File: src/hdl/cid_pkg.sv
// Package with instruction field layout, opcodes, timing and register map constants.
package cid_pkg;

  // ==========================================================================
  // Instruction word layout.
  // ==========================================================================
  localparam int unsigned INSN_W      = 14;
  localparam int unsigned CLASS_HI    = 13;
  localparam int unsigned CLASS_LO    = 12;
  localparam int unsigned OP_HI       = 11;
  localparam int unsigned OP_LO       = 8;
  localparam int unsigned DEST_BIT    = 7;
  localparam int unsigned FADDR_W     = 7;
  localparam int unsigned DATA_W      = 8;
  localparam int unsigned BIT_IDX_W   = 3;
  localparam int unsigned BIT_IDX_LO  = 7;
  localparam int unsigned LIT8_W      = 8;
  localparam int unsigned LIT11_W     = 11;
  localparam int unsigned PC_W        = 13;
  localparam int unsigned QPHASES     = 4;

  localparam logic [1:0] CLASS_BYTE = 2'h0;
  localparam logic [1:0] CLASS_BIT  = 2'h1;
  localparam logic [1:0] CLASS_CTRL = 2'h2;
  localparam logic [1:0] CLASS_LIT  = 2'h3;

  // Byte-oriented opcodes.
  localparam logic [3:0] OP_STORE_ACC   = 4'h0;
  localparam logic [3:0] OP_CLEAR       = 4'h1;
  localparam logic [3:0] OP_SUB         = 4'h2;
  localparam logic [3:0] OP_DEC         = 4'h3;
  localparam logic [3:0] OP_OR          = 4'h4;
  localparam logic [3:0] OP_AND         = 4'h5;
  localparam logic [3:0] OP_XOR         = 4'h6;
  localparam logic [3:0] OP_ADD         = 4'h7;
  localparam logic [3:0] OP_COPY        = 4'h8;
  localparam logic [3:0] OP_COMP        = 4'h9;
  localparam logic [3:0] OP_INC         = 4'ha;
  localparam logic [3:0] OP_DEC_SKIP    = 4'hb;
  localparam logic [3:0] OP_ROT_RIGHT   = 4'hc;
  localparam logic [3:0] OP_ROT_LEFT    = 4'hd;
  localparam logic [3:0] OP_SWAP        = 4'he;
  localparam logic [3:0] OP_INC_SKIP    = 4'hf;

  // Status flag positions in the status register.
  localparam int unsigned FLAG_C  = 0;
  localparam int unsigned FLAG_DC = 1;
  localparam int unsigned FLAG_Z  = 2;

  // ==========================================================================
  // APB register map, byte addresses.
  // ==========================================================================
  localparam logic [7:0] REG_CTRL   = 8'h00;
  localparam logic [7:0] REG_ACC    = 8'h04;
  localparam logic [7:0] REG_STATUS = 8'h08;
  localparam logic [7:0] REG_PC     = 8'h0c;
  localparam logic [7:0] REG_INSN   = 8'h10;
  localparam logic [7:0] REG_CYCLES = 8'h14;

  localparam int unsigned CTRL_RUN  = 0;
  localparam int unsigned CTRL_STEP = 1;

  localparam logic [7:0]      ACC_RESET    = 8'h00;
  localparam logic [2:0]      STATUS_RESET = 3'h0;
  localparam logic [PC_W-1:0] PC_RESET     = 13'h0000;

  typedef enum logic [1:0] {
    CID_PH_Q1,
    CID_PH_Q2,
    CID_PH_Q3,
    CID_PH_Q4
  } cid_phase_t;

endpackage
File: src/hdl/cid_alu.sv
// Byte-operation arithmetic and logic unit with carry, half carry and zero outputs.
module cid_alu (
  input  wire logic [3:0] op,
  input  wire logic       dest_sel,
  input  wire logic [7:0] acc,
  input  wire logic [7:0] fval,
  input  wire logic       carry_in,
  output logic [7:0]      result,
  output logic            carry_out,
  output logic            half_carry_out,
  output logic            zero_out
);

  // ==========================================================================
  // Combinational datapath.
  // ==========================================================================
  logic [8:0] sum9;
  logic [4:0] nib5;

  // Subtraction is an add of the two's complement, so carry means no borrow.
  always_comb begin
    sum9           = 9'h000;
    nib5           = 5'h00;
    result         = fval;
    carry_out      = carry_in;
    half_carry_out = 1'b0;
    case (op)
      cid_pkg::OP_ADD: begin // [RQ10]
        sum9           = {1'b0, fval} + {1'b0, acc};
        nib5           = {1'b0, fval[3:0]} + {1'b0, acc[3:0]};
        result         = sum9[7:0];
        carry_out      = sum9[8];
        half_carry_out = nib5[4];
      end
      cid_pkg::OP_SUB: begin // [RQ10]
        sum9           = {1'b0, fval} + {1'b0, ~acc} + 9'h001;
        nib5           = {1'b0, fval[3:0]} + {1'b0, ~acc[3:0]} + 5'h01;
        result         = sum9[7:0];
        carry_out      = sum9[8];
        half_carry_out = nib5[4];
      end
      cid_pkg::OP_INC, cid_pkg::OP_INC_SKIP:  result = fval + 8'h01; // [RQ10] [RQ12]
      cid_pkg::OP_DEC, cid_pkg::OP_DEC_SKIP:  result = fval - 8'h01; // [RQ10] [RQ12]
      cid_pkg::OP_OR:                         result = acc | fval;   // [RQ11]
      cid_pkg::OP_AND:                        result = acc & fval;   // [RQ11]
      cid_pkg::OP_XOR:                        result = acc ^ fval;
      cid_pkg::OP_COMP:                       result = ~fval;        // [RQ11]
      cid_pkg::OP_SWAP:                       result = {fval[3:0], fval[7:4]};
      cid_pkg::OP_ROT_LEFT: begin // [RQ13]
        result    = {fval[6:0], carry_in};
        carry_out = fval[7];
      end
      cid_pkg::OP_ROT_RIGHT: begin // [RQ13]
        result    = {carry_in, fval[7:1]};
        carry_out = fval[0];
      end
      cid_pkg::OP_CLEAR:                      result = 8'h00;        // [RQ14]
      cid_pkg::OP_COPY:                       result = fval;         // [RQ15]
      cid_pkg::OP_STORE_ACC:                  result = dest_sel ? acc : fval; // [RQ15]
      default:                                result = fval;
    endcase
  end

  assign zero_out = (result == 8'h00);

endmodule

File: src/hdl/cid_core.sv
// Instruction decoder and byte-operation execution core with an APB control port.
//
// Function
// (RQ1) Every instruction is one 14-bit word split into an opcode part and operand parts.
// (RQ2) For byte operations, destination bit 0 sends the result to the accumulator, 1 to the file.
// (RQ3) The file address operand is seven bits, selecting registers 0x00 through 0x7f.
// (RQ4) Bit operations use a three-bit index selecting one bit of the addressed 8-bit file.
// (RQ5) Literal and control operations carry an 8-bit or 11-bit immediate constant.
// (RQ6) Each instruction cycle is sequenced as four consecutive clock periods.
// (RQ7) Instructions take one cycle, or two when a test is true or the counter changes.
// (RQ8) Every instruction naming a file reads it first, modifies, then stores the result.
// (RQ9) Don't-care instruction bits are ignored, whether 0 or 1.
// (RQ10) Byte opcodes start 00; add 0111 and subtract 0010 set C, DC, Z; inc 1010, dec 0011 set Z.
// (RQ11) OR 0100, AND 0101 and complement 1001 update only the zero flag.
// (RQ12) Decrement-skip 1011 and increment-skip 1111 store and skip on zero, flags untouched.
// (RQ13) Rotate left 1101 and right 1100 pass through carry and update only carry.
// (RQ14) Opcode 0001 clears the file when the next bit is set, else the accumulator; Z is set.
// (RQ15) Opcode 1000 copies a file with Z update; 0000 with next bit set stores acc, no flags.
// (RQ16) The program counter advances one word after each instruction that neither branches nor skips.
//
// The address map and the APB interface to the registers are this design's own decisions.
module cid_core #(
  parameter int unsigned PC_W = cid_pkg::PC_W
) (
  input  wire logic              pclk,
  input  wire logic              presetn,
  input  wire logic              clk_en,
  // APB slave.
  input  wire logic              psel,
  input  wire logic              penable,
  input  wire logic              pwrite,
  input  wire logic [7:0]        paddr,
  input  wire logic [31:0]       pwdata,
  output logic [31:0]            prdata,
  output logic                   pready,
  output logic                   pslverr,
  // Program memory fetch port.
  output logic [PC_W-1:0]        prog_addr,
  input  wire logic [13:0]       prog_data,
  // File register port.
  output logic [6:0]             file_addr,
  output logic                   file_rd,
  input  wire logic [7:0]        file_rdata,
  output logic                   file_wr,
  output logic [7:0]             file_wdata,
  // Decoded operand fields of the current instruction.
  output logic [2:0]             bit_index,
  output logic [10:0]            literal_k,
  output logic                   ctrl_op_pending
);

  // ==========================================================================
  // State and instruction fields.
  // ==========================================================================
  cid_pkg::cid_phase_t phase;
  logic                cycle_end;
  logic                run_r;
  logic                step_r;
  logic [13:0]         insn_r;
  logic [7:0]          acc_r;
  logic [2:0]          status_r;
  logic [PC_W-1:0]     pc_r;
  logic                flush_r;
  logic [7:0]          fval_r;
  logic [31:0]         cycles_r;

  logic [1:0] op_class;
  logic [3:0] opcode;
  logic       dest_sel;
  logic [6:0] faddr;
  logic       is_byte;

  // Split the word into class, opcode and operand fields.
  assign op_class = insn_r[cid_pkg::CLASS_HI:cid_pkg::CLASS_LO]; // [RQ1]
  assign opcode   = insn_r[cid_pkg::OP_HI:cid_pkg::OP_LO]; // [RQ1] [RQ10]
  assign dest_sel = insn_r[cid_pkg::DEST_BIT]; // [RQ2]
  assign faddr    = insn_r[cid_pkg::FADDR_W-1:0]; // [RQ3]
  assign is_byte  = (op_class == cid_pkg::CLASS_BYTE) && !flush_r; // [RQ10]

  // Operand fields for the bit and literal units that sit outside this core.
  assign bit_index = insn_r[cid_pkg::BIT_IDX_LO+cid_pkg::BIT_IDX_W-1:cid_pkg::BIT_IDX_LO]; // [RQ4]
  assign literal_k = (op_class == cid_pkg::CLASS_CTRL) ?
                     insn_r[cid_pkg::LIT11_W-1:0] :
                     {3'h0, insn_r[cid_pkg::LIT8_W-1:0]}; // [RQ5]
  assign ctrl_op_pending = !flush_r && (op_class != cid_pkg::CLASS_BYTE);

  // ==========================================================================
  // Decode of byte operations.
  // ==========================================================================
  logic no_file;
  logic is_idle;
  logic writes_file;
  logic writes_acc;
  logic upd_z;
  logic upd_c;
  logic upd_dc;
  logic is_skip_op;

  // Bit 7 selects between the file and accumulator forms of 0000 and 0001; when
  // the accumulator form is chosen the low seven bits are don't-care.
  always_comb begin
    no_file     = 1'b0;
    is_idle     = 1'b0;
    writes_file = 1'b0;
    writes_acc  = 1'b0;
    upd_z       = 1'b0;
    upd_c       = 1'b0;
    upd_dc      = 1'b0;
    is_skip_op  = 1'b0;
    if (is_byte) begin
      case (opcode)
        cid_pkg::OP_STORE_ACC: begin
          is_idle     = !dest_sel; // [RQ9]
          no_file     = !dest_sel;
          writes_file = dest_sel; // [RQ15]
        end
        cid_pkg::OP_CLEAR: begin
          no_file     = !dest_sel; // [RQ9]
          writes_file = dest_sel; // [RQ14]
          writes_acc  = !dest_sel; // [RQ14]
          upd_z       = 1'b1;
        end
        cid_pkg::OP_ADD, cid_pkg::OP_SUB: begin
          writes_file = dest_sel; // [RQ2]
          writes_acc  = !dest_sel; // [RQ2]
          upd_z       = 1'b1;
          upd_c       = 1'b1; // [RQ10]
          upd_dc      = 1'b1; // [RQ10]
        end
        cid_pkg::OP_ROT_LEFT, cid_pkg::OP_ROT_RIGHT: begin
          writes_file = dest_sel;
          writes_acc  = !dest_sel;
          upd_c       = 1'b1; // [RQ13]
        end
        cid_pkg::OP_DEC_SKIP, cid_pkg::OP_INC_SKIP: begin
          writes_file = dest_sel;
          writes_acc  = !dest_sel;
          is_skip_op  = 1'b1; // [RQ12]
        end
        cid_pkg::OP_SWAP: begin
          writes_file = dest_sel;
          writes_acc  = !dest_sel;
        end
        default: begin
          writes_file = dest_sel; // [RQ2]
          writes_acc  = !dest_sel; // [RQ2]
          upd_z       = 1'b1; // [RQ10] [RQ11] [RQ15]
        end
      endcase
    end
  end

  // ==========================================================================
  // Arithmetic unit and phase sequencer.
  // ==========================================================================
  logic [7:0] alu_result;
  logic       alu_c;
  logic       alu_dc;
  logic       alu_z;

  cid_alu u_alu (
    .op             (opcode),
    .dest_sel       (dest_sel),
    .acc            (acc_r),
    .fval           (no_file ? 8'h00 : fval_r),
    .carry_in       (status_r[cid_pkg::FLAG_C]),
    .result         (alu_result),
    .carry_out      (alu_c),
    .half_carry_out (alu_dc),
    .zero_out       (alu_z)
  );

  logic run_eff;

  assign run_eff = run_r || step_r;

  cid_phase_gen u_phase (
    .pclk      (pclk),
    .presetn   (presetn),
    .clk_en    (clk_en),
    .run       (run_eff),
    .phase     (phase),
    .cycle_end (cycle_end)
  );

  // ==========================================================================
  // File register access.
  // ==========================================================================
  logic take_skip;

  // The file is always read in Q2, even for a pure store, because the bus
  // below may have read side effects that software relies on.
  assign file_addr  = faddr;
  assign file_rd    = clk_en && run_eff && is_byte && !no_file
                      && (phase == cid_pkg::CID_PH_Q2); // [RQ8]
  assign file_wr    = cycle_end && is_byte && writes_file; // [RQ8] [RQ2]
  assign file_wdata = alu_result;
  assign take_skip  = is_skip_op && alu_z; // [RQ12]

  // Latch the read value so the modify step works from a stable operand.
  always_ff @(posedge pclk or negedge presetn) begin
    if (!presetn) begin
      fval_r <= 8'h00;
    end else if (file_rd) begin
      fval_r <= file_rdata; // [RQ8]
    end
  end

  // ==========================================================================
  // Accumulator and status flags.
  // ==========================================================================
  always_ff @(posedge pclk or negedge presetn) begin
    if (!presetn) begin
      acc_r <= cid_pkg::ACC_RESET;
    end else if (cycle_end && writes_acc) begin
      acc_r <= alu_result; // [RQ2] [RQ15]
    end
  end

  // Flags change only where the decode allows; skips and stores touch none.
  always_ff @(posedge pclk or negedge presetn) begin
    if (!presetn) begin
      status_r <= cid_pkg::STATUS_RESET;
    end else if (cycle_end && !is_idle) begin
      if (upd_z)  status_r[cid_pkg::FLAG_Z]  <= alu_z; // [RQ10] [RQ14]
      if (upd_c)  status_r[cid_pkg::FLAG_C]  <= alu_c; // [RQ13]
      if (upd_dc) status_r[cid_pkg::FLAG_DC] <= alu_dc; // [RQ10]
    end
  end

  // ==========================================================================
  // Fetch, program counter and two-cycle stretching.
  // ==========================================================================
  // A taken skip turns the already fetched word into an idle second cycle, so
  // the counter still advances by one each cycle and the skipped word is lost.
  always_ff @(posedge pclk or negedge presetn) begin
    if (!presetn) begin
      pc_r    <= cid_pkg::PC_RESET;
      insn_r  <= 14'h0000;
      flush_r <= 1'b1;
    end else if (cycle_end) begin
      insn_r  <= prog_data; // [RQ1]
      pc_r    <= pc_r + {{(PC_W-1){1'b0}}, 1'b1}; // [RQ16]
      flush_r <= take_skip; // [RQ7] [RQ12]
    end
  end

  assign prog_addr = pc_r;

  // Retired instruction cycles, for software profiling.
  always_ff @(posedge pclk or negedge presetn) begin
    if (!presetn) begin
      cycles_r <= 32'h0000_0000;
    end else if (cycle_end) begin
      cycles_r <= cycles_r + 32'h0000_0001;
    end
  end

  // ==========================================================================
  // APB slave.
  // ==========================================================================
  logic apb_wr;
  logic apb_rd;
  logic addr_ok;

  assign pready  = 1'b1;
  assign apb_wr  = psel && penable && pwrite;
  assign apb_rd  = psel && !pwrite;
  assign addr_ok = (paddr == cid_pkg::REG_CTRL)   || (paddr == cid_pkg::REG_ACC)  ||
                   (paddr == cid_pkg::REG_STATUS) || (paddr == cid_pkg::REG_PC)   ||
                   (paddr == cid_pkg::REG_INSN)   || (paddr == cid_pkg::REG_CYCLES);
  assign pslverr = psel && penable && !addr_ok;

  // The step bit runs exactly one instruction cycle, then clears itself; a
  // write in the same edge that ends the step wins so no request is lost.
  always_ff @(posedge pclk or negedge presetn) begin
    if (!presetn) begin
      run_r  <= 1'b0;
      step_r <= 1'b0;
    end else if (clk_en) begin
      if (apb_wr && paddr == cid_pkg::REG_CTRL) begin
        run_r  <= pwdata[cid_pkg::CTRL_RUN];
        step_r <= pwdata[cid_pkg::CTRL_STEP];
      end else if (cycle_end) begin
        step_r <= 1'b0;
      end
    end
  end

  // Read data is registered during setup so it is stable in the access phase.
  always_ff @(posedge pclk or negedge presetn) begin
    if (!presetn) begin
      prdata <= 32'h0000_0000;
    end else if (clk_en && apb_rd && !penable) begin
      case (paddr)
        cid_pkg::REG_CTRL:   prdata <= {30'h0, step_r, run_r};
        cid_pkg::REG_ACC:    prdata <= {24'h0, acc_r};
        cid_pkg::REG_STATUS: prdata <= {29'h0, status_r};
        cid_pkg::REG_PC:     prdata <= {{(32-PC_W){1'b0}}, pc_r};
        cid_pkg::REG_INSN:   prdata <= {17'h0, flush_r, insn_r};
        cid_pkg::REG_CYCLES: prdata <= cycles_r;
        default:             prdata <= 32'h0000_0000;
      endcase
    end
  end

endmodule

File: src/hdl/cid_phase_gen.sv
// Quarter-phase sequencer that splits each instruction cycle into four clock periods.
module cid_phase_gen (
  input  wire logic              pclk,
  input  wire logic              presetn,
  input  wire logic              clk_en,
  input  wire logic              run,
  output cid_pkg::cid_phase_t    phase,
  output logic                   cycle_end
);

  // ==========================================================================
  // Phase counter.
  // ==========================================================================
  cid_pkg::cid_phase_t phase_r;

  // Phases advance only while running, so a halted core stays parked at whichever phase it stopped in.
  always_ff @(posedge pclk or negedge presetn) begin
    if (!presetn) begin
      phase_r <= cid_pkg::CID_PH_Q1;
    end else if (clk_en && run) begin
      case (phase_r) // [RQ6]
        cid_pkg::CID_PH_Q1: phase_r <= cid_pkg::CID_PH_Q2;
        cid_pkg::CID_PH_Q2: phase_r <= cid_pkg::CID_PH_Q3;
        cid_pkg::CID_PH_Q3: phase_r <= cid_pkg::CID_PH_Q4;
        cid_pkg::CID_PH_Q4: phase_r <= cid_pkg::CID_PH_Q1;
        default:            phase_r <= cid_pkg::CID_PH_Q1;
      endcase
    end
  end

  // The last quarter marks the edge at which the instruction retires.
  assign phase     = phase_r;
  assign cycle_end = clk_en && run && (phase_r == cid_pkg::CID_PH_Q4); // [RQ6]

endmodule

File: config.mk
export PLATFORM = sky130hd
export DESIGN_NAME = cid_core
export DESIGN_NICKNAME = d
export VERILOG_FILES = /design/src/hdl/cid_pkg.sv /design/src/hdl/cid_alu.sv /design/src/hdl/cid_core.sv /design/src/hdl/cid_phase_gen.sv
export SDC_FILE = /design/constraint.sdc
export NUM_CORES = 1
export LEC_CHECK = 0
export ABC_AREA = 0
export BUFFER_PORTS_ARGS = -buffer_cell sky130_fd_sc_hd__buf_2
export CORE_MARGIN = 8
export CORE_UTILIZATION = 30
export DETAILED_ROUTE_END_ITERATION = 8
export SYNTH_ARGS = -nofsm -noshare
export SYNTH_HDL_FRONTEND = slang
export SYNTH_SLANG_ARGS = --single-unit
File: constraint.sdc
create_clock -name pclk -period 12.6 [get_ports pclk]
set_clock_uncertainty 0.05 [all_clocks]
set_input_delay 0 -clock pclk [delete_from_list [all_inputs] [get_ports pclk]]
set_output_delay 0 -clock pclk [all_outputs]
set_load 0.02 [all_outputs]
# After elaboration in Yosys (flattened, before gate mapping)
# Cells that the tools add are included.
word_totals:
  register_bits: 115
  input_bits: 68
  output_inout_bits: 79
  word_cells: 130
op_classes:
  addsub: 10
  n_eq_ne: 24
  muxes: 25
  bitwise: 6
  reduce_logical: 52
op_table:
  columns: ["operator", "count"]
  rows:
  - ["$pmux 32 s6", 1]
  - ["$pmux 8 s14", 1]
  - ["$add 32x1->32 const B", 1]
  - ["$eq 4x4->1 const B", 8]
  - ["$logic_and 1x1->1", 19]
  - ["$add 8x8->9", 2]
  - ["$mux 1", 17]
  - ["$eq 4x3->1 const B", 4]
  - ["$eq 8x4->1 const B", 2]
  - ["$eq 8x5->1 const B", 2]
  - ["$logic_not 8->1", 2]
  - ["$mux 8", 2]
  - ["$not 8->8", 2]
  - ["$add 13x1->13 const B", 1]
  - ["$mux 11", 1]
  - ["$add 4x4->5", 2]
  - ["$reduce_or 2->1", 5]
  - ["$add 9x1->9 const B", 1]
  - ["$add 8x1->8 const B", 1]
  - ["$and 8x8->8", 1]
  - ["$eq 4x2->1 const B", 2]
  - ["$eq 8x3->1 const B", 1]
  - ["$or 8x8->8", 1]
  - ["$pmux 2 s4", 1]
  - ["19 further kinds", 37]

# Longest topological paths before layout
depth:
  word_depth: 10
  ltp_mapped: 16
  ltp_nobuf: 14

# Modules after synthesis
# A second synthesis with hierarchy kept.
hier_totals:
  hier_cells: 777
  area_unflattened_um2: 7689.9
modules_own_cells:
  columns: ["mod", "instances", "cells_per_inst", "area_each_um2", "seq_area_each_um2"]
  rows:
  - ["cid_core", 1, 450, 5316.3, 2829.0]
  - ["cid_alu", 1, 315, 2235.9, 0.0]
  - ["cid_phase_gen", 1, 12, 137.6, 50.0]

# Worst setup path before layout
# Ideal clock, no wire load.
synth_path:
  path_kind: "reg2reg"
  start: "register insn_r[10]"
  end: "register status_r[2]"
  setup_ps: 104
  arrival_time_ps: 4243
  t_required_ps: 12446
  path_slack_ps: 8204
  path_stages_with_launch: 17
  path_buffers: 2
  period_less_slack_ps: 4396
  path_cell_list: "dfrtp_1 clkbuf_1 nor4_1 nand2_1 clkbuf_1 nand2_1 ha_1 inv_1 fa_1 or2_2 a32oi_1 o211ai_1 a211oi_1 a31oi_1 or4_1 or3_1 o41ai_2"
synth_via:
  elab_chain_len: 9
  word_cells_on_any_way: 42
  cone_classes: "add/sub (5); eq/ne (15); mux (9); bitwise (4); reduce/logical (9)"
synth_lines:
  columns: ["element", "line", "text"]
  rows:
  - ["start: declaration", "cid_core.sv:59", "logic [13:0] insn_r;"]
  - ["start signal: assignment", "cid_core.sv:242", "insn_r <= prog_data;"]
  - ["$eq 4x1->1 or $logic_not 4->1 (tied branches)", "cid_alu.sv:27, cid_core.sv:111", null]
  - ["$reduce_or 2->1 (no line)", null, null]
  - ["$mux 1", null, null]
  - ["$mux 1", "cid_core.sv:110", "if (is_byte) begin"]
  - ["$mux 8", "cid_core.sv:165", ".fval (no_file ? 8'h00 : fval_r),"]
  - ["$add 8x8->9", "cid_alu.sv:36", "sum9 = {1'b0, fval} + {1'b0, ~acc} + 9'h001;"]
  - ["$add 9x1->9", "cid_alu.sv:36", null]
  - ["$pmux 8 s14 (*)", "cid_alu.sv:27", "case (op)"]
  - ["named net file_wdata[1]", "cid_core.sv:45", "output logic [7:0] file_wdata,"]
  - ["$logic_not 8->1 (*)", "cid_alu.sv:64", "assign zero_out = (result == 8'h00);"]
  - ["end signal: assignment", "cid_core.sv:223", "status_r <= cid_pkg::STATUS_RESET;"]
  - ["end signal: indexed assignment", "cid_core.sv:225", "if (upd_z) status_r[cid_pkg::FLAG_Z] <= alu_z;"]
  - ["end signal: indexed assignment", "cid_core.sv:226", "if (upd_c) status_r[cid_pkg::FLAG_C] <= alu_c;"]
  - ["end: declaration", "cid_core.sv:61", "logic [2:0] status_r;"]
# Mark *: on every way through the listed nets, which the timed path passes. The rest lies on a longest branch.
# A chain may end at the register's enable or synchronous reset.

# Worst setup path in the final report
layout_path:
  start: "register insn_r[9]"
  end: "register status_r[2]"
layout_via:
  elab_chain_len: 9
  word_cells_on_any_way: 42
  cone_classes: "add/sub (5); eq/ne (15); mux (9); bitwise (4); reduce/logical (9)"
layout_lines:
  columns: ["element", "line"]
  rows:
  - ["$eq 4x1->1 or $logic_not 4->1 (tied branches)", "cid_alu.sv:27, cid_core.sv:111"]
  - ["$reduce_or 2->1 (no line)", null]
  - ["$mux 1", null]
  - ["$mux 1", "cid_core.sv:110"]
  - ["$mux 8", "cid_core.sv:165"]
  - ["$add 8x8->9", "cid_alu.sv:36"]
  - ["$add 9x1->9", "cid_alu.sv:36"]
  - ["$pmux 8 s14", "cid_alu.sv:27"]
  - ["$logic_not 8->1", "cid_alu.sv:64"]
# Parallel ways exist; a longest one is shown, timed or not.

==> metrics.md <==
| Metric | Value |
|---|---|
| Status | finished, final reports clean |
| TNS Setup | 0 ns |
| # diodes | 0 |
| Die area | between 20000 and 30000 um^2 |
| Power Density | ~120 nW/um^2 |
| Wire length per cell | approximately 19 um |
| Clock power share | 47.8% |
| DRC | 0 |
| Psw | 0.318 mW |
| Fin crit period | between 4 and 5 ns |
| Least-Margin Pin Slew | roughly 0.90 ns |
| Vias in the first global route | around 6.6k |
| Hold Crit Depth | 4 |
| Reg clk slew, reported paths | ~0.070 ns |
| Resized Gates After CTS | 0 |
| Area contributors post-synth | dfrtp_1 39%, nand2_1 8.3%, o21ai_0 5.3% |
| RSZ-0062 raised after global routing | no |
| Post-synth top area share | roughly 39% |
| Cells after synthesis | about 870 |
| First-pass GRT wire length | 39.0 mm |
| Reg-to-Reg End | status_r[2]$_DFFE_PN0P_ |
| CTS Sinks | between 100 and 150 |
| Post-synth EDFFs | 0 |
| Syn nets | around 960 |
| R2R depth | 13 |
| Initial DRT Pass Iterations | 8 |
| I/O pin count | 147 |
| Slowest stage cell, crit path | or4_4 |
| Overall die width | 173 um |
| Seq cells post-synth | approximately 120 |
| Area leader, netlist | dfrtp_1 |
| Hold Path Sink | run_r$_DFFE_PN0P_ |
| Routed vias | ~7k |
| IO Port Bufs | around 120 |
| Die H | ~170 um |
| Layout cell share with drive strength beyond 1 | 20.1% |
| CP arrival | approximately 5.1 ns |
| DRT iter0 DRCs | 707 |
| Final setup violating endpoints | 0 |
| Post-DP Area | 8130 um^2 |
| Fin crit share | 38.6% |
| Most numerous cell in the Yosys netlist | nand2_1 |
| Syn-to-layout area delta | 21.8% |
| F_max | ~210 MHz |
| Setup CP Type | reg2reg |
| Worst-Skew Late Latency | between 0.4 and 0.5 ns |
| Post-route cell area | between 9000 and 10000 um^2 |
| Number of hold buffers added after CTS | 26 |
| Internal power | approximately 0.76 mW |
| CTS root buf | clkbuf_16 |
| Htree depth | 4 |
| Post-DP HPWL | around 18 mm |
| Worst Setup SP | insn_r[9]$_DFFE_PN0P_ |
| Fin nets | ~1.1k |
| HP Class | in2reg |
| CP Max Fanout | just under 50 |
| FILL cells | 2503 |
| Leakage | around 4.3 nW |
| Startpoint types | register |
| Initial cell density of the core | a little over 30% |
| WP data required | between 10 and 15 ns |
| Vias per inst | between 5 and 6 |
| Top cells by count, synth | 163 x nand2_1, 114 x dfrtp_1, 78 x o21ai_0, 50 x nor2_1, 49 x clkbuf_1 |
| Grt ovf | 0 |
| Worst-path cell chain | buf_4, or4_4, nor2_2, nor2_1, ha_1, mux2_2, o21ai_0, a221oi_1, o221a_2, nand3_1, and4_1, or3_1, o41ai_2 |
| CTS Buf Count | 17 |
| Syn Area/Cell | approximately 8.5 um^2 |
| Comb power frac | between 15 and 20% |
| Gp weighted congestion | about 0.95 |
| Setup Fix Bufs, Post-CTS | 0 |
| Switching share of power | 29.6% |
| Crit path largest cell delay | between 0.6 and 0.7 ns |
| FP Rows | 57 |
| Synth warn | 0 |
| Routed Antenna Nets | 0 |
| RR Startpoint | insn_r[9]$_DFFE_PN0P_ |
| Register area | around 2900 um^2 |
| Routed Wire Length | approximately 25 mm |
| Max IR drop VDD | approximately 0.055 mV |
| Maximum number of pins on one net before global-route repair | 65 |
| Post-synthesis cell type count | 77 |
| Flop pwr share | between 30% and 40% |
| Initial antenna violation count | 1 |
| HP Start | pwrite |
| Most frequently used flop master after synthesis | dfrtp_1 |
| MaxCap Viol Count | 0 |
| Ys async rst share | 100% |
| Footprint of the multi-input gates | 4040 um^2 |
| Relative slew margins | 39.0% |
| All-Layer GR Usage | about 16% |
| CTS Buffer Depth | 2 |
| TritonCTS clock tree | yes |
| Reg2reg setup slack | about 7.7 ns |
| Core Area | around 24000 um^2 |
| Slew Limit Fails | 0 |
| Crit path capture type | register |
| Synth Cell Area | roughly 7400 um^2 |
| Sequential area share after synthesis | between 30% and 40% |
| Final Hold Fails | 0 |
stage by stage:
stage / utilization [%] / hold WS [ns] / total power, mW / setup WS [ns] / cells
floorplan: - / -0.346 / 0.500 / 8.20 / 868
global placement: 33.5 / 0.116 / 0.558 / 7.89 / 1245
detailed placement: 33.5 / 0.108 / 0.559 / 7.86 / 1245
CTS: 37.1 / 0.0396 / 1.08 / 7.80 / 1303
global route: 37.1 / 0.0760 / 1.12 / 7.55 / 1303
finish: 37.1 / 0.0443 / 1.07 / 7.73 / 1303
cell type report:
type	count	share of cell area, %
Clock buffer	17	4.72
Clock inverter	15	2.15
Inverter	32	1.33
Multi-Input combinational cell	645	44.8
Sequential cell	115	32.0
Tap cell	324	4.50
Timing Repair Buffer	155	10.5
state kept, by name, summed over array words and instances, names as in the netlist:
| name | cells |
|---|---|
| status_r | 3 |
| flush_r | 1 |
| u_phase.phase | 2 |
| step_r | 1 |
| run_r | 1 |
| fval_r | 8 |
| prdata | 32 |
| insn_r | 14 |
| prog_addr | 13 |
| cycles_r | 32 |
| acc_r | 8 |
placed cells by master, fill, tap and decap left out, drive strengths merged, types with 8 or more instances in the layout:
cell and instances:
nor3 13, o211ai 9, a31oi 11, nand2b 8, ha 24, mux2 14
a21oi 23, o21ai 80, nor2b 8, and3 17, nand4 9, nand3 23
nor2 51, nand2 163, buf 129, inv 39, xnor2 36, dfrtp 114
dlygate4sd3 26, a22oi 10, a22o 8, xor2 12, clkbuf 17, nor4 9
a221oi 13
metal layers:
layer  wire length, um  vias up  GRT usage, %  part of all wire, %
li1                  -     3253             -                    -
met1             11000     3318          21.7                   45
met2             11400      292          25.5                   46
met3              1690       40          3.66                  6.8
met4               626        0          5.75                  2.5
met5                 0        -             0                    0
power groups by stage:
| stage | clock network (mW) | logic (mW) | registers [mW] |
|---|---|---|---|
| after floorplan | 0 | 0.114 | 0.387 |
| after global placement | 0 | 0.158 | 0.400 |
| after detailed placement | 0 | 0.159 | 0.400 |
| after CTS | 0.523 | 0.166 | 0.393 |
| after global routing | 0.541 | 0.183 | 0.395 |
| final | 0.513 | 0.166 | 0.394 |
cell families (layout without fill, tap and decap cells):
family                     after synthesis  after routing  synth area share (%)
and+or+nand+nor                        343            343                  22.0
muxes                                   19             19                  3.15
other                                    1              1                0.0507
DFF                                    115            115                  38.9
buffers and inverters                  108            219                  6.72
adders and majority gates               26             26                  4.60
AOI/OAI and AO/OA                      208            208                  18.9
xor gates and xnor gates                48             48                  5.69
how the worst max path moves through the flow:
stage                              endpoint  slack [ns]  cells after the start
floorplan           status_r[2]$_DFFE_PN0P_        8.20                     16
global placement    status_r[2]$_DFFE_PN0P_        7.89                     13
detailed placement  status_r[2]$_DFFE_PN0P_        7.86                     13
CTS                 status_r[2]$_DFFE_PN0P_        7.80                     13
global route        status_r[2]$_DFFE_PN0P_        7.55                     14
finish              status_r[2]$_DFFE_PN0P_        7.73                     13
critical path: cells and delay by family (launching register included):
family / cells / cell delay (ns)
adders and majority gates: 1 / 0.53
and+or+nand+nor: 6 / 2.15
AOI/OAI and AO/OA: 4 / 1.14
buffers and inverters: 1 / 0.29
DFF: 1 / 0.36
muxes: 1 / 0.21
Power figures use the tool's default switching activity.
